--- config.mk ---
export PLATFORM = sky130hd
export DESIGN_NAME = rcpm_top
export DESIGN_NICKNAME = d
export VERILOG_FILES = /design/src/hw/rcpm_pulse.v /design/src/hw/rcpm_sync2.v /design/src/hw/rcpm_top.v
export VERILOG_INCLUDE_DIRS = /design/src /design/src/hw
export SDC_FILE = /design/constraint.sdc
export NUM_CORES = 1
export LEC_CHECK = 0
export BUFFER_PORTS_ARGS = -buffer_cell sky130_fd_sc_hd__buf_4
export CELL_PAD_IN_SITES_DETAIL_PLACEMENT = 1
export CELL_PAD_IN_SITES_GLOBAL_PLACEMENT = 2
export CORE_MARGIN = 2
export CORE_UTILIZATION = 34
export DETAILED_ROUTE_END_ITERATION = 10
export PLACE_DENSITY = 0.9
export SETUP_SLACK_MARGIN = 0.1
export SYNTH_ARGS = -nofsm -noshare
export SYNTH_HDL_FRONTEND = slang
export SYNTH_SLANG_ARGS = --single-unit
--- constraint.sdc ---
create_clock -name sys_clk -period 5.5 [get_ports sys_clk]
set_input_delay 0 -clock sys_clk [delete_from_list [all_inputs] [get_ports sys_clk]]
set_output_delay 0 -clock sys_clk [all_outputs]
set_load 0.01 [all_outputs]
--- src/hw/rcpm_regs.vh ---
`ifndef RCPM_REGS_VH
`define RCPM_REGS_VH
// ----------------------------------------
// Clock and timing
// ----------------------------------------
`define RCPM_CLK_MHZ 200
`define RCPM_OSC_STARTUP_US 1000
// Startup wait in cycles, 1000 us at 200 MHz, sized to the counter
`define RCPM_STARTUP_CYC 18'h30D40
`define RCPM_START_W 18
`define RCPM_HOLD_LAST 2'h1
`define RCPM_PULSE_W 17
// ----------------------------------------
// Register offsets
// ----------------------------------------
`define RCPM_ADDR_CTRL 8'h00
`define RCPM_ADDR_STATUS 8'h04
`define RCPM_ADDR_MODE 8'h08
`define RCPM_ADDR_IRQ_STAT 8'h0C
`define RCPM_ADDR_IRQ_MASK 8'h10
// ----------------------------------------
// Field positions
// ----------------------------------------
`define RCPM_CTRL_PROC 0
`define RCPM_CTRL_PERIPH 1
`define RCPM_CTRL_EXT 2
`define RCPM_ST_SEEN 0
`define RCPM_ST_SWBUSY 1
`define RCPM_ST_CAUSE_LO 8
`define RCPM_ST_CAUSE_HI 10
`define RCPM_ST_PINLVL 16
`define RCPM_MODE_URE 0
`define RCPM_MODE_IRQE 4
`define RCPM_MODE_LEN_LO 8
`define RCPM_MODE_LEN_HI 11
`define RCPM_IRQ_USER 0
`define RCPM_IRQ_SOFT 1
// ----------------------------------------
// Reset values and cause codes
// ----------------------------------------
`define RCPM_MODE_URE_RST 1'h0
`define RCPM_MODE_IRQE_RST 1'h0
`define RCPM_MODE_LEN_RST 4'h0
`define RCPM_IRQ_MASK_RST 2'h0
`define RCPM_CAUSE_GENERAL 3'h0
`define RCPM_CAUSE_WAKEUP 3'h1
`define RCPM_CAUSE_WDOG 3'h2
`define RCPM_CAUSE_SOFT 3'h3
`define RCPM_CAUSE_USER 3'h4
`endif

--- src/hw/rcpm_pulse.v ---
`timescale 1ns/10ps
`include "rcpm_regs.vh"
// ----------------------------------------
// Pin low pulse shaper
// ----------------------------------------
module rcpm_pulse (
	input wire sys_clk,
	input wire rst_n,
	input wire start,
	input wire [3:0] code,
	output reg drive
);
	reg [`RCPM_PULSE_W-1:0] cnt; // Cycles left after this one

	// Drive for 2^(code+1) cycles from start
	always @(posedge sys_clk or negedge rst_n) begin
		if (!rst_n) begin
			drive <= 1'h0;
			cnt <= {`RCPM_PULSE_W{1'h0}};
		end else if (start && !drive) begin
			drive <= 1'h1;
			cnt <= (17'h00001 << ({1'h0, code} + 5'h01)) - 17'h00001;
		end else if (drive) begin
			if (cnt == {`RCPM_PULSE_W{1'h0}}) begin
				drive <= 1'h0;
			end else begin
				cnt <= cnt - 17'h00001;
			end
		end
	end
endmodule

--- src/hw/rcpm_sync2.v ---
`timescale 1ns/10ps
// ----------------------------------------
// Two-stage synchroniser, idles high
// ----------------------------------------
module rcpm_sync2 (
	input wire sys_clk,
	input wire rst_n,
	input wire din,
	output reg dout
);
	reg meta; // First stage, read only by second stage

	// Shift the input through two flops
	always @(posedge sys_clk or negedge rst_n) begin
		if (!rst_n) begin
			meta <= 1'h1;
			dout <= 1'h1;
		end else begin
			meta <= din;
			dout <= meta;
		end
	end
endmodule

--- src/hw/rcpm_top.v ---
`timescale 1ns/10ps
`include "rcpm_regs.vh"
// What this block does
// - Slow clock, four active-low reset outputs
// - Watchdog reset follows processor reset
// - State manager requests pin drive low
// - Startup counter holds reset after power-on
// - Mode settings kept on backup power
// - Sampled pin low reports user reset
// - User reset disabled when enable is 0
// - Pin level readable as status bit
// - Sticky pin-seen flag cleared on read
// - Interrupt instead of reset when enabled
// - Pin driven low for coded duration
// - Pulse lasts 2^(code+1) cycles, two to 65536
// - Cause latched at processor release, user=4
// - User reset ends after pin high plus 4
// - Own pulses count as user reset only with code 0
module rcpm_top #(
	parameter [`RCPM_START_W-1:0] STARTUP_CYC = `RCPM_STARTUP_CYC
) (
	input wire sys_clk,
	input wire rst_n,
	input wire core_supply_ok,
	input wire wdt_fault,
	input wire reset_pin_in,
	output reg reset_pin_out,
	output reg reset_pin_oe,
	output reg proc_rst_n,
	output reg wdt_rst_n,
	output reg periph_rst_n,
	output reg backup_rst_n,
	output reg irq,
	input wire [7:0] addr,
	input wire [31:0] wr_data,
	input wire wr_en,
	input wire rd_en,
	output reg [31:0] rd_data
);
	// ----------------------------------------
	// States, one-hot
	// ----------------------------------------
	localparam [6:0] S_START = 7'h01; // Oscillator settling
	localparam [6:0] S_HOLD = 7'h02; // Two-cycle processor startup
	localparam [6:0] S_RUN = 7'h04; // All resets released
	localparam [6:0] S_USER = 7'h08; // User reset, pin low
	localparam [6:0] S_SOFT = 7'h10; // Software reset
	localparam [6:0] S_WDOG = 7'h20; // Watchdog reset
	localparam [6:0] S_CORE = 7'h40; // Core supply down

	// ----------------------------------------
	// Declarations
	// ----------------------------------------
	reg [6:0] state; // Current state
	reg [6:0] next_state; // Next state
	reg [`RCPM_START_W-1:0] start_cnt; // Startup counter
	reg [1:0] hold_cnt; // Two-cycle timer
	reg [2:0] pend_cause; // Cause to latch at release
	reg [2:0] next_pend_cause; // Next pending cause
	reg pend_valid; // Pending cause will be latched
	reg next_pend_valid; // Next pending flag
	reg pulse_req; // Request to drive pin low
	reg soft_proc; // Software reset hits processor
	reg soft_periph; // Software reset hits peripherals
	reg [2:0] last_reset_cause; // Cause of last reset
	reg user_reset_enable; // Pin low may reset
	reg user_reset_irq_enable; // Pin low interrupts instead
	reg [3:0] pulse_length_code; // Pin pulse length code
	reg user_reset_seen; // Sticky pin asserted flag
	reg [1:0] irq_status; // Sticky interrupt events
	reg [1:0] irq_mask; // Interrupt enables
	reg own_low; // Pin low caused by our own pulse
	wire pin_s; // Synchronised pin level
	wire pin_drive; // Pulse shaper drives pin
	wire pin_low; // Pin seen low
	wire user_event; // Pin low from outside
	wire sw_cmd; // Accepted software command
	wire hold_done; // Two-cycle timer expired
	wire start_done; // Startup time elapsed
	wire rd_status; // Status register read
	wire [1:0] irq_set; // Interrupt event pulses

	// ----------------------------------------
	// Pin synchroniser and pulse shaper
	// ----------------------------------------
	rcpm_sync2 u_sync (
		.sys_clk(sys_clk),
		.rst_n(rst_n),
		.din(reset_pin_in),
		.dout(pin_s)
	);

	rcpm_pulse u_pulse (
		.sys_clk(sys_clk),
		.rst_n(rst_n),
		.start(pulse_req),
		.code(pulse_length_code),
		.drive(pin_drive)
	);

	// ----------------------------------------
	// Event decode
	// ----------------------------------------
	assign pin_low = ~pin_s;
	assign user_event = pin_low & ~own_low & ~pin_drive;
	assign hold_done = (hold_cnt == `RCPM_HOLD_LAST);
	assign start_done = (start_cnt == STARTUP_CYC - 18'h00001);
	assign rd_status = rd_en && (addr == `RCPM_ADDR_STATUS);
	// Commands only taken in run state; ignored while one is in progress
	assign sw_cmd = wr_en && (addr == `RCPM_ADDR_CTRL) && (state == S_RUN) &&
		(wr_data[`RCPM_CTRL_PROC] || wr_data[`RCPM_CTRL_PERIPH] || wr_data[`RCPM_CTRL_EXT]);
	// Interrupt events
	assign irq_set[`RCPM_IRQ_USER] = user_event && user_reset_irq_enable && (state == S_RUN);
	assign irq_set[`RCPM_IRQ_SOFT] = (state == S_SOFT) && hold_done && ~wdt_fault;

	// ----------------------------------------
	// Reset state manager, next state
	// ----------------------------------------
	always @* begin
		next_state = state;
		next_pend_cause = pend_cause;
		next_pend_valid = pend_valid;
		pulse_req = 1'h0;
		if (state != S_START && !core_supply_ok) begin
			// Core loss wins over every other source, except in S_START, where it is not checked
			next_state = S_CORE;
		end else begin
			case (state)
				S_START: begin
					if (start_done) begin
						next_state = S_HOLD;
						next_pend_cause = `RCPM_CAUSE_GENERAL;
						next_pend_valid = 1'h1;
						pulse_req = 1'h1;
					end
				end
				S_CORE: begin
					next_state = S_HOLD;
					next_pend_cause = `RCPM_CAUSE_WAKEUP;
					next_pend_valid = 1'h1;
					pulse_req = 1'h1;
				end
				S_HOLD: begin
					if (hold_done) begin
						next_state = S_RUN;
					end
				end
				S_RUN: begin
					if (wdt_fault) begin
						next_state = S_WDOG;
						next_pend_cause = `RCPM_CAUSE_WDOG;
						next_pend_valid = 1'h1;
						pulse_req = 1'h1;
					end else if (sw_cmd) begin
						next_state = S_SOFT;
						if (wr_data[`RCPM_CTRL_PROC]) begin
							next_pend_cause = `RCPM_CAUSE_SOFT;
							next_pend_valid = 1'h1;
						end
						pulse_req = wr_data[`RCPM_CTRL_EXT];
					end else if (user_event && user_reset_enable && !user_reset_irq_enable) begin
						next_state = S_USER;
						next_pend_cause = `RCPM_CAUSE_USER;
						next_pend_valid = 1'h1;
						pulse_req = 1'h1;
					end
				end
				S_SOFT: begin
					if (wdt_fault) begin
						next_state = S_WDOG;
						next_pend_cause = `RCPM_CAUSE_WDOG;
						next_pend_valid = 1'h1;
						pulse_req = 1'h1;
					end else if (hold_done) begin
						next_state = S_RUN;
					end
				end
				S_WDOG: begin
					if (hold_done) begin
						next_state = S_RUN;
					end
				end
				S_USER: begin
					// Leave only once our pulse ended and the pin is high
					if (pin_s && !pin_drive) begin
						next_state = S_HOLD;
					end
				end
				default: begin
					next_state = S_START;
				end
			endcase
		end
		if (next_state == S_RUN && state != S_RUN) begin
			next_pend_valid = 1'h0;
		end
	end

	// ----------------------------------------
	// State, counters and cause
	// ----------------------------------------
	always @(posedge sys_clk or negedge rst_n) begin
		if (!rst_n) begin
			state <= S_START;
			start_cnt <= {`RCPM_START_W{1'h0}};
			hold_cnt <= 2'h0;
			pend_cause <= `RCPM_CAUSE_GENERAL;
			pend_valid <= 1'h0;
			last_reset_cause <= `RCPM_CAUSE_GENERAL;
			soft_proc <= 1'h0;
			soft_periph <= 1'h0;
		end else begin
			state <= next_state;
			pend_cause <= next_pend_cause;
			pend_valid <= next_pend_valid;
			// Startup counter runs only while settling
			if (state == S_START && !start_done) begin
				start_cnt <= start_cnt + 18'h00001;
			end
			// Two-cycle timer restarts on each state change
			if (next_state != state) begin
				hold_cnt <= 2'h0;
			end else if (!hold_done) begin
				hold_cnt <= hold_cnt + 2'h1;
			end
			// Cause latched only as the processor reset is released
			if (next_state == S_RUN && state != S_RUN && pend_valid) begin
				last_reset_cause <= pend_cause;
			end
			// Remember which resets a software command asserts
			if (sw_cmd && next_state == S_SOFT) begin
				soft_proc <= wr_data[`RCPM_CTRL_PROC];
				soft_periph <= wr_data[`RCPM_CTRL_PERIPH];
			end
		end
	end

	// ----------------------------------------
	// Own-pulse tracking
	// ----------------------------------------
	// Covers the drive plus, for codes above 0, the synchroniser lag until the pin reads high
	always @(posedge sys_clk or negedge rst_n) begin
		if (!rst_n) begin
			own_low <= 1'h0;
		end else if (pulse_req || pin_drive) begin
			own_low <= 1'h1;
		end else if (pin_s) begin
			own_low <= 1'h0;
		end
	end

	// ----------------------------------------
	// Reset and pin outputs
	// ----------------------------------------
	always @(posedge sys_clk or negedge rst_n) begin
		if (!rst_n) begin
			proc_rst_n <= 1'h0;
			wdt_rst_n <= 1'h0;
			periph_rst_n <= 1'h0;
			backup_rst_n <= 1'h0;
			reset_pin_out <= 1'h0;
			reset_pin_oe <= 1'h0;
		end else begin
			proc_rst_n <= (state == S_RUN) || (state == S_SOFT && !soft_proc);
			wdt_rst_n <= (state == S_RUN) || (state == S_SOFT && !soft_proc);
			periph_rst_n <= (state == S_RUN) || (state == S_SOFT && !soft_periph);
			backup_rst_n <= (state != S_START);
			reset_pin_out <= 1'h0; // Open drain, only ever pulls low
			reset_pin_oe <= pin_drive;
		end
	end

	// ----------------------------------------
	// Mode register, backup powered
	// ----------------------------------------
	// Only the backup power-on reset clears it; core loss leaves it intact
	always @(posedge sys_clk or negedge rst_n) begin
		if (!rst_n) begin
			user_reset_enable <= `RCPM_MODE_URE_RST;
			user_reset_irq_enable <= `RCPM_MODE_IRQE_RST;
			pulse_length_code <= `RCPM_MODE_LEN_RST;
		end else if (wr_en && addr == `RCPM_ADDR_MODE) begin
			user_reset_enable <= wr_data[`RCPM_MODE_URE];
			user_reset_irq_enable <= wr_data[`RCPM_MODE_IRQE];
			pulse_length_code <= wr_data[`RCPM_MODE_LEN_HI:`RCPM_MODE_LEN_LO];
		end
	end

	// ----------------------------------------
	// Sticky flags and interrupt
	// ----------------------------------------
	always @(posedge sys_clk or negedge rst_n) begin
		if (!rst_n) begin
			user_reset_seen <= 1'h0;
			irq_status <= 2'h0;
			irq_mask <= `RCPM_IRQ_MASK_RST;
			irq <= 1'h0;
		end else begin
			// Setting beats the read that clears it
			if (pin_low) begin
				user_reset_seen <= 1'h1;
			end else if (rd_status) begin
				user_reset_seen <= 1'h0;
			end
			// Write one to clear, new events win
			if (wr_en && addr == `RCPM_ADDR_IRQ_STAT) begin
				irq_status <= (irq_status & ~wr_data[1:0]) | irq_set;
			end else begin
				irq_status <= irq_status | irq_set;
			end
			if (wr_en && addr == `RCPM_ADDR_IRQ_MASK) begin
				irq_mask <= wr_data[1:0];
			end
			irq <= |(irq_status & irq_mask);
		end
	end

	// ----------------------------------------
	// Register read port
	// ----------------------------------------
	// Data stand one cycle after the strobe, zero otherwise
	always @(posedge sys_clk or negedge rst_n) begin
		if (!rst_n) begin
			rd_data <= 32'h00000000;
		end else begin
			rd_data <= 32'h00000000;
			if (rd_en) begin
				case (addr)
					`RCPM_ADDR_STATUS: begin
						rd_data[`RCPM_ST_SEEN] <= user_reset_seen;
						rd_data[`RCPM_ST_SWBUSY] <= (state == S_SOFT);
						rd_data[`RCPM_ST_CAUSE_HI:`RCPM_ST_CAUSE_LO] <= last_reset_cause;
						rd_data[`RCPM_ST_PINLVL] <= pin_s;
					end
					`RCPM_ADDR_MODE: begin
						rd_data[`RCPM_MODE_URE] <= user_reset_enable;
						rd_data[`RCPM_MODE_IRQE] <= user_reset_irq_enable;
						rd_data[`RCPM_MODE_LEN_HI:`RCPM_MODE_LEN_LO] <= pulse_length_code;
					end
					`RCPM_ADDR_IRQ_STAT: begin
						rd_data[1:0] <= irq_status;
					end
					`RCPM_ADDR_IRQ_MASK: begin
						rd_data[1:0] <= irq_mask;
					end
					default: begin
						rd_data <= 32'h00000000;
					end
				endcase
			end
		end
	end
endmodule

==> results.json, run 1 <==
{
  "hold_slack_ns": 0.0267,
  "synth_cells": 488,
  "final_common_cell": "dfrtp_1",
  "clock_skew_ns": 0.00898,
  "crit_path_max_fanout": 30,
  "drt_first_pass_iters": 4,
  "clkSlewWorstSetupHoldPaths_ns": 0.06,
  "rows": 42,
  "antenna_cells": 0,
  "layout.nets": 579,
  "dieHeight_microns": 121,
  "cp.required_ns": 5.71,
  "core_area_sq_mm": 0.0133,
  "hold_viol": 0,
  "rsz0062_at_grt": "no",
  "grt_first_pass_wirelength_microns": 19300,
  "hp-start": "wdt_fault",
  "finalWirelength_microns": 11400,
  "antenna_found_initial": 0,
  "peakVddDrop_mv": 0.174,
  "yosysUniqueCellTypes": 62,
  "period_minus_slack_ns": 4.30,
  "status": "finished clean",
  "dp_hpwl_microns": 8130,
  "synth_area_leaders": "dfrtp_1 42%, xnor2_1 5.1%, buf_4 4.5%",
  "r2r-start": "state[3]$_DFF_PN0_",
  "drv_cap": 0,
  "hold_class": "input port to register",
  "min_to": "state[5]$_DFF_PN0_",
  "fin_util_pct": 40.7,
  "synth_edf_count": 0,
  "top_layer": "met4",
  "synthToLayoutAreaGrowth_pct": 16.7,
  "yosysTopAreaCellShare_pct": 42.1,
  "postRouteAntennaNets": 0,
  "seq_area_frac_synth_pct": 43.8,
  "syn_avg_cell_area_sq_um": 9.51,
  "fp.dieW_microns": 121,
  "ctsLongestPathBuffers": 2,
  "finalCritPeriodShare_pct": 78.1,
  "worstPathArrival_ns": 4.51,
  "r2r_slack_ns": 1.42,
  "gp_congestion": 0.826,
  "io_pins": 86,
  "clock_sinks": 81,
  "critPathCaptureType": "register",
  "synth_top_area_cell": "dfrtp_1",
  "layout_common_cells": "78 x dfrtp_1, 46 x nor2_1, 43 x nand2_1, 38 x buf_4, 29 x a21oi_1",
  "r2r-end": "u_pulse.cnt[12]$_DFFE_PN0P_",
  "num-fill-cells": 1550,
  "wl_met3_microns": 418,
  "numCtsBuffers": 9,
  "via_count": 3633,
  "clock_latency_ns": 0.34,
  "critPathKind": "input port to register",
  "drt_iter0_markers": 175,
  "hold_path_depth": 3,
  "p_total_w": 0.00212,
  "critPathLaunchType": "input port",
  "final_cells": 709,
  "dieArea_sq_mm": 0.0146,
  "grt_usage_pct": 16.6,
  "port_buffers": 36,
  "max_freq_mhz": 233,
  "hold_buffers": 14,
  "drc": 0,
  "grt_pass1_vias": 3855,
  "ys.warnings.count": 0,
  "final_layout_size_suffix_gt1_share_pct": 15.4,
  "max_slew.worst_pin.slew_ns": 1.04,
  "wl_met1_microns": 5250,
  "powerDensity_mw_per_mm2": 392,
  "grt_max_degree": 82,
  "rr_worst_depth": 14,
  "via_per_inst": 5.12,
  "async_flop_share_pct": 100,
  "cts_resized": 0,
  "ys_ff_latch": 81,
  "setup_viol": 0,
  "root_buffer": "clkbuf_16",
  "routed-wl-met2_microns": 5590,
  "postCtsSetupBuffers": 0,
  "finalSetupTns_ns": 0,
  "ys.flop_type": "dfrtp_1",
  "syn_area_sq_mm": 0.00464,
  "ctsHtreeMaxLevel": 3,
  "dp.cells": 680,
  "tritoncts": "done",
  "grt-ovfl-total": 0,
  "drv_slew": 0,
  "post_drt_wl_per_cell_microns": 16.0,
  "initial_core_util_pct": 34.9,
  "p_leak_nw": 2.49,
  "slew_headroom_pct": 30.6
}
flip-flops by register name, summed over array words and instances (netlist names), 2 cells and up:
name               count
start_cnt             18
u_pulse.cnt           17
rd_data                8
state                  7
pulse_length_code      4
last_reset_cause       3
pend_cause             3
hold_cnt               2
irq_mask               2
irq_status             2
worst max path at each step:
stage | endpoint | start | depth (start not counted) | slack [ns]
after CTS | u_pulse.cnt[12]$_DFFE_PN0P_ | addr[1] | 15 | 1.19
after detailed placement | u_pulse.cnt[12]$_DFFE_PN0P_ | addr[5] | 14 | 1.36
final | u_pulse.cnt[12]$_DFFE_PN0P_ | addr[1] | 15 | 1.20
after global placement | u_pulse.cnt[12]$_DFFE_PN0P_ | addr[5] | 14 | 1.52
after floorplan | u_pulse.cnt[12]$_DFFE_PN0P_ | start_cnt[0]$_DFFE_PN0P_ | 15 | 1.59
after global routing | u_pulse.cnt[12]$_DFFE_PN0P_ | addr[1] | 15 | 0.90
kinds of logic after synthesis:
kind of cell | after synthesis | share of synthesized area, %
buffers and inverters | 55 | 6.96
xor gates and xnor gates | 46 | 8.68
DFF | 81 | 43.8
adders and majority gates | 3 | 0.809
AOI/OAI and AO/OA | 78 | 11.0
and+or+nand+nor | 194 | 21.7
other | 1 | 0.0808
muxes | 30 | 7.04
metal layers:
metal / up-vias / GRT usage [%]
li1: 1753 / -
met1: 1813 / 21.9
met2: 59 / 27.4
met3: 8 / 3.77
met4: 0 / 4.43
met5: - / 0
worst max-delay path: stages:
cell and delay, ns:
dlygate4sd3_1 0.53, buf_4 0.13, nor4_1 0.52, and4b_1 0.49
o21ai_1 0.18, o2111ai_4 0.40, buf_4 0.43, nor4_1 0.12
a21oi_1 0.16, ha_1 0.33, o211ai_1 0.17, mux2_4 0.34
or4_1 0.50, a21oi_1 0.13, a21oi_1 0.05
metrics by stage:
stage	worst slack [ns]	area, sq um
global route	0.903	5420
floorplan	1.59	4730
global placement	1.52	4960
CTS	1.19	5420
finish	1.20	5420
detailed placement	1.36	4960
final cells by class:
type	count	area, sq um	area share (%)
Clock buffer	10	239	4.41
Clock inverter	5	78.8	1.46
Inverter	9	33.8	0.624
Multi-Input combinational cell	376	2390	44.1
Sequential cell	81	2030	37.5
Tap cell	176	220	4.07
Timing Repair Buffer	52	425	7.86
Yosys cell counts (4+ instances only):
| master | instances |
|---|---|
| a22oi_1 | 5 |
| buf_4 | 28 |
| clkbuf_1 | 11 |
| mux2i_1 | 12 |
| nand4_1 | 6 |
| nor2b_1 | 8 |
| mux2_2 | 17 |
| dfrtp_1 | 78 |
| nand2b_1 | 5 |
| nor2_1 | 46 |
| nor3_1 | 23 |
| nand2_1 | 43 |
| and2_1 | 4 |
| nand4b_1 | 6 |
| inv_1 | 8 |
| and3_1 | 7 |
| xnor2_1 | 27 |
| o21ai_0 | 17 |
| xor2_1 | 19 |
| a21oi_1 | 29 |
| nor4_1 | 9 |
| nand3_1 | 13 |
| or3_1 | 4 |
where the power goes:
part,leakage [nW],switching [W],internal [W],total [W]
Combinational,1.26,0.000392,0.000278,0.000670
Sequential,1.07,0.000105,0.000696,0.000801
Clock,0.159,0.000245,0.000407,0.000652
Total,2.49,0.000742,0.00138,0.00212
No activity file was read; power rests on OpenSTA's default activity.
==> run 2: changes to the inputs <==
- CORE_UTILIZATION: 34 -> 31
- PLACE_DENSITY: 0.9 -> 0.87
- clock period: 5.5 -> 3.9 ns (I/O delays scaled with it)
==> results.json, run 2 (synthesis gave the netlist of run 1 again) <==
{
  "drc": 0,
  "hold_path_depth": 4,
  "hold_viol": 0,
  "tritoncts": "done",
  "dp_hpwl_microns": 8410,
  "layout.nets": 584,
  "fin_ws_ns": 0.314,
  "period_minus_slack_ns": 3.59,
  "finalWirelength_microns": 11700,
  "max_slew.worst_pin.slew_ns": 1.04,
  "clkSlewWorstSetupHoldPaths_ns": 0.06,
  "io_pins": 86,
  "gp_congestion": 0.801,
  "p_seq_share_pct": 38.5,
  "grt_usage_pct": 15.5,
  "clock_skew_ns": 0.00721,
  "status": "finished clean",
  "peakVddDrop_mv": 0.210,
  "powerDensity_mw_per_mm2": 539,
  "antenna_found_initial": 0,
  "rows": 44,
  "via_count": 3682,
  "drt_first_pass_iters": 4,
  "grt_max_degree": 82,
  "largest_register": "start_cnt",
  "intPower_w": 0.00185,
  "swShare_pct": 36.6,
  "final_common_cell": "dfrtp_1",
  "regArea_sq_mm": 0.00203,
  "critPathLaunchType": "register",
  "slew_headroom_pct": 30.9,
  "via_per_inst": 5.10,
  "drt_iter0_markers": 191,
  "cpPeakStageDelay_ns": 0.59,
  "root_buffer": "clkbuf_16",
  "postRouteAntennaNets": 0,
  "critPathKind": "register to register",
  "max_freq_mhz": 279,
  "top_regs": "start_cnt (18), u_pulse.cnt (17), rd_data (8)",
  "rr_worst_depth": 12,
  "path_cells": "ha_2 > nand3_2 > or4b_4 > o311ai_4 > o2111ai_4 > a21oi_1 > ha_2 > o211ai_1 > mux2_4 > or4_1 > a21oi_1 > a21oi_1",
  "clkPwrFrac_pct": 27.2,
  "finalSetupTns_ns": 0,
  "crit_slowest_cell": "or4b_4",
  "crit_path_max_fanout": 7,
  "p_switching_w": 0.00107,
  "cp_common_cell": "a21oi_1",
  "clock_sinks": 81,
  "synthToLayoutAreaGrowth_pct": 17.0,
  "dieArea_sq_mm": 0.0160,
  "cp.required_ns": 4.12,
  "core_area_sq_mm": 0.0146,
  "rsz0062_at_grt": "no",
  "ctsLongestPathBuffers": 2,
  "setup_viol": 0,
  "fp.dieW_microns": 126,
  "multiInputGateArea_sq_mm": 0.00240,
  "num-fill-cells": 1652,
  "grt-ovfl-total": 0,
  "drv_cap": 0,
  "initial_core_util_pct": 31.8,
  "worstPathArrival_ns": 3.80,
  "power_frac_comb_pct": 34.3,
  "pre_cts_slack_ns": 0.178,
  "hold_class": "input port to register",
  "grt_first_pass_wirelength_microns": 20000,
  "critPathCaptureType": "register",
  "drv_slew": 0,
  "p_leak_nw": 2.48,
  "post_drt_wl_per_cell_microns": 16.2,
  "finalCritPeriodShare_pct": 92.0,
  "dieHeight_microns": 126,
  "numCtsBuffers": 9,
  "clock_latency_ns": 0.35,
  "largest_reg_flops": 18,
  "antenna_cells": 0,
  "grt_pass1_vias": 3946,
  "port_buffers": 36,
  "final_layout_size_suffix_gt1_share_pct": 16.7,
  "layout_common_cells": "78 x dfrtp_1, 46 x nor2_1, 44 x buf_4, 43 x nand2_1, 29 x a21oi_1",
  "ctsHtreeMaxLevel": 3
}
## run 2: cell types whose count changed in the layout (fill, tap and decap cells not counted), sizes merged
cell / previous run / this run
inv: 10 / 9
clkinvlp: 0 / 3
buf: 38 / 44
dlygate4sd3: 14 / 13
bufinv: 2 / 0
## run 2: worst max-delay path, delay by kind of cell, from the launching register on
family	cells	cell delay, ns
compound gates	6	1.05
mux	1	0.34
fa+ha+maj	2	0.46
flops	1	0.38
simple gates	3	1.22
## run 2: layer usage
| layer | up-vias | share of wire (%) | routed length (microns) | GRT usage [%] |
|---|---|---|---|---|
| met2 | 58 | 49 | 5790 | 26.2 |
| met5 | - | 0 | 0 | 0 |
| met1 | 1844 | 46 | 5390 | 20.0 |
| met4 | 0 | 1.8 | 212 | 5.69 |
| li1 | 1766 | - | - | - |
| met3 | 14 | 2.7 | 310 | 2.83 |
## run 2: power by group through the flow
stage | clock network (W) | logic (W) | registers, W
global route | 0.000852 | 0.00113 | 0.00115
detailed placement | 0 | 0.000977 | 0.00114
finish | 0.000794 | 0.00100 | 0.00113
global placement | 0 | 0.000932 | 0.00113
floorplan | 0 | 0.000749 | 0.00109
CTS | 0.000823 | 0.000995 | 0.00113
## run 2: final cells by class
| cell class | count | area share [%] |
|---|---|---|
| sequential | 81 | 37.4 |
| multi-input combinational | 376 | 44.2 |
| clock inverter | 5 | 0.599 |
| timing repair buffer | 57 | 8.48 |
| tap | 184 | 4.24 |
| inverter | 9 | 0.622 |
| clock buffer | 10 | 4.40 |
## run 2: stage by stage
step / hold WS [ns] / area, sq um / std cells / utilization [%] / power, W
after global routing: 0.0313 / 5430 / 722 / 37.2 / 0.00314
after global placement: 0.115 / 5010 / 693 / 34.4 / 0.00206
after detailed placement: 0.113 / 5010 / 693 / 34.4 / 0.00212
after floorplan: -0.296 / 4750 / 512 / - / 0.00184
final: 0.0180 / 5430 / 722 / 37.2 / 0.00292
after CTS: 0.0103 / 5420 / 721 / 37.1 / 0.00294
## run 2: worst paths after layout
check                                         endpoint  slack (ns)                startpoint
max                        u_pulse.cnt[12]$_DFFE_PN0P_        0.31  start_cnt[0]$_DFFE_PN0P_
min in group asynchronous         rd_data[4]$_DFF_PN0_        0.38                     rst_n
max in group asynchronous    start_cnt[14]$_DFFE_PN0P_        2.86                     rst_n
min reg2reg                      u_sync.dout$_DFF_PN1_        0.35     u_sync.meta$_DFF_PN1_
min                            irq_status[0]$_DFF_PN0_        0.02                   addr[3]
max reg2reg                u_pulse.cnt[12]$_DFFE_PN0P_        0.31  start_cnt[0]$_DFFE_PN0P_
## run 2: timing repair
item                                    4_1_cts  5_1_grt
hold buffers                                 13        0
endpoints found under the setup margin        0        1
buffers inserted                              0        1
gates resized for setup                       0        2
endpoints found under the hold margin       101        0
==> run 3: changes to the inputs <==
- CORE_MARGIN: 2 -> not set
==> results.json, run 3 (synthesis gave the netlist of run 1 again) <==
{
  "status": "finished clean",
  "clkPwrFrac_pct": 27.8,
  "drt_first_pass_iters": 4,
  "clock_sinks": 81,
  "largest_register": "start_cnt",
  "tritoncts": "done",
  "port_buffers": 36,
  "setup_viol": 0,
  "gp_congestion": 0.777,
  "clock_latency_ns": 0.35,
  "p_seq_share_pct": 38.5,
  "clock_skew_ns": 0.0104,
  "num-fill-cells": 1650,
  "synthToLayoutAreaGrowth_pct": 16.7,
  "ctsHtreeMaxLevel": 3,
  "dieArea_sq_mm": 0.0155,
  "critPathLaunchType": "register",
  "grt_usage_pct": 15.8,
  "power_frac_comb_pct": 33.7,
  "rsz0062_at_grt": "no",
  "p_total_w": 0.00293,
  "io_pins": 86,
  "grt_pass1_vias": 3850,
  "final_cells": 721,
  "dp.cells": 693,
  "grt_max_degree": 82,
  "regArea_sq_mm": 0.00203,
  "intPower_w": 0.00187,
  "p_leak_nw": 2.48,
  "critPathCaptureType": "register",
  "finalSetupTns_ns": 0,
  "layout_common_cells": "78 x dfrtp_1, 46 x nor2_1, 43 x nand2_1, 43 x buf_4, 29 x a21oi_1",
  "peakVddDrop_mv": 0.265,
  "hold_viol": 0,
  "drv_cap": 0,
  "postCtsSetupBuffers": 0,
  "dieHeight_microns": 124,
  "powerDensity_mw_per_mm2": 540,
  "post_drt_wl_per_cell_microns": 16.0,
  "max_slew.worst_pin.slew_ns": 1.06,
  "finalWirelength_microns": 11500,
  "p_switching_w": 0.00106,
  "layout.nets": 582,
  "multiInputGateArea_sq_mm": 0.00240,
  "hold_slack_ns": 0.0165,
  "pre_cts_slack_ns": 0.340,
  "grt-ovfl-total": 0,
  "largest_reg_flops": 18,
  "drv_slew": 0,
  "grt_first_pass_wirelength_microns": 19800,
  "top_regs": "start_cnt (18), u_pulse.cnt (17), rd_data (8)",
  "final_layout_size_suffix_gt1_share_pct": 16.4,
  "antenna_cells": 0,
  "ctsLongestPathBuffers": 2,
  "numCtsBuffers": 9,
  "via_count": 3644,
  "drt_iter0_markers": 252,
  "via_per_inst": 5.05,
  "worstPathArrival_ns": 3.77,
  "drc": 0,
  "final_common_cell": "dfrtp_1",
  "root_buffer": "clkbuf_16",
  "critPathKind": "register to register",
  "clkSlewWorstSetupHoldPaths_ns": 0.06,
  "swShare_pct": 36.2,
  "period_minus_slack_ns": 3.56,
  "crit_path_max_fanout": 7,
  "rows": 44,
  "slew_headroom_pct": 29.7,
  "max_freq_mhz": 281,
  "cp.required_ns": 4.11,
  "initial_core_util_pct": 31.8,
  "finalCritPeriodShare_pct": 91.2,
  "postRouteAntennaNets": 0,
  "core_area_sq_mm": 0.0146,
  "dp_hpwl_microns": 8140,
  "fin_ws_ns": 0.345,
  "hold_class": "input port to register",
  "fp.dieW_microns": 124,
  "antenna_found_initial": 0
}
run 3: path summary, 6_finish.rpt:
check	from	to	slack [ns]	cells after the start
worst max-delay path	start_cnt[0]$_DFFE_PN0P_	u_pulse.cnt[12]$_DFFE_PN0P_	0.34	12
worst min-delay path	wr_en	irq_status[0]$_DFF_PN0_	0.02	4
worst max register to register	start_cnt[0]$_DFFE_PN0P_	u_pulse.cnt[12]$_DFFE_PN0P_	0.34	12
worst min register to register	u_sync.meta$_DFF_PN1_	u_sync.dout$_DFF_PN1_	0.35	0
max in group asynchronous	rst_n	state[6]$_DFF_PN0_	2.83	2
min in group asynchronous	rst_n	rd_data[4]$_DFF_PN0_	0.38	2
run 3: what timing repair did:
| action | in CTS | in global routing |
|---|---|---|
| gates resized for setup | 0 | 0 |
| hold buffers | 12 | 0 |
| endpoints found under the hold margin | 99 | 0 |
run 3: worst max-delay path, stage by stage, from the launching register on:
cell	delay (ns)
dfrtp_1	0.37
ha_1	0.21
nand3_2	0.13
or4b_4	0.59
o311ai_4	0.33
o2111ai_4	0.21
a21oi_1	0.19
ha_1	0.23
o211ai_1	0.13
mux2_4	0.33
or4_1	0.51
a21oi_1	0.14
a21oi_1	0.05
run 3: stage by stage:
stage                     cell area (sq um)  utilization (%)
after detailed placement               5010             34.4
after global routing                   5420             37.1
after global placement                 5010             34.4
after floorplan                        4750                -
after CTS                              5420             37.1
final                                  5420             37.1
run 3: metal layers:
metal  GRT usage [%]  vias to the layer above  part of all wire [%]
met5               0                        -                     0
met4            4.04                        0                  0.99
met3            3.91                       12                   2.9
met2            26.4                       58                    49
met1            20.3                     1816                    47
li1                -                     1758                     -
run 3: layout make-up:
class | count | share of cell area [%]
timing repair buffer | 55 | 8.18
clock buffer | 11 | 4.67
multi-input combinational | 376 | 44.2
tap | 184 | 4.25
clock inverter | 5 | 0.554
sequential | 81 | 37.5
inverter | 9 | 0.624
run 3: power groups by stage:
stage | Combinational, W | Clock [W] | Sequential, W
2_1_floorplan | 0.000749 | 0 | 0.00109
3_3_place_gp | 0.000936 | 0 | 0.00113
3_5_place_dp | 0.000974 | 0 | 0.00114
4_1_cts | 0.000994 | 0.000838 | 0.00113
5_1_grt | 0.00110 | 0.000876 | 0.00115
6_report | 0.000984 | 0.000814 | 0.00113
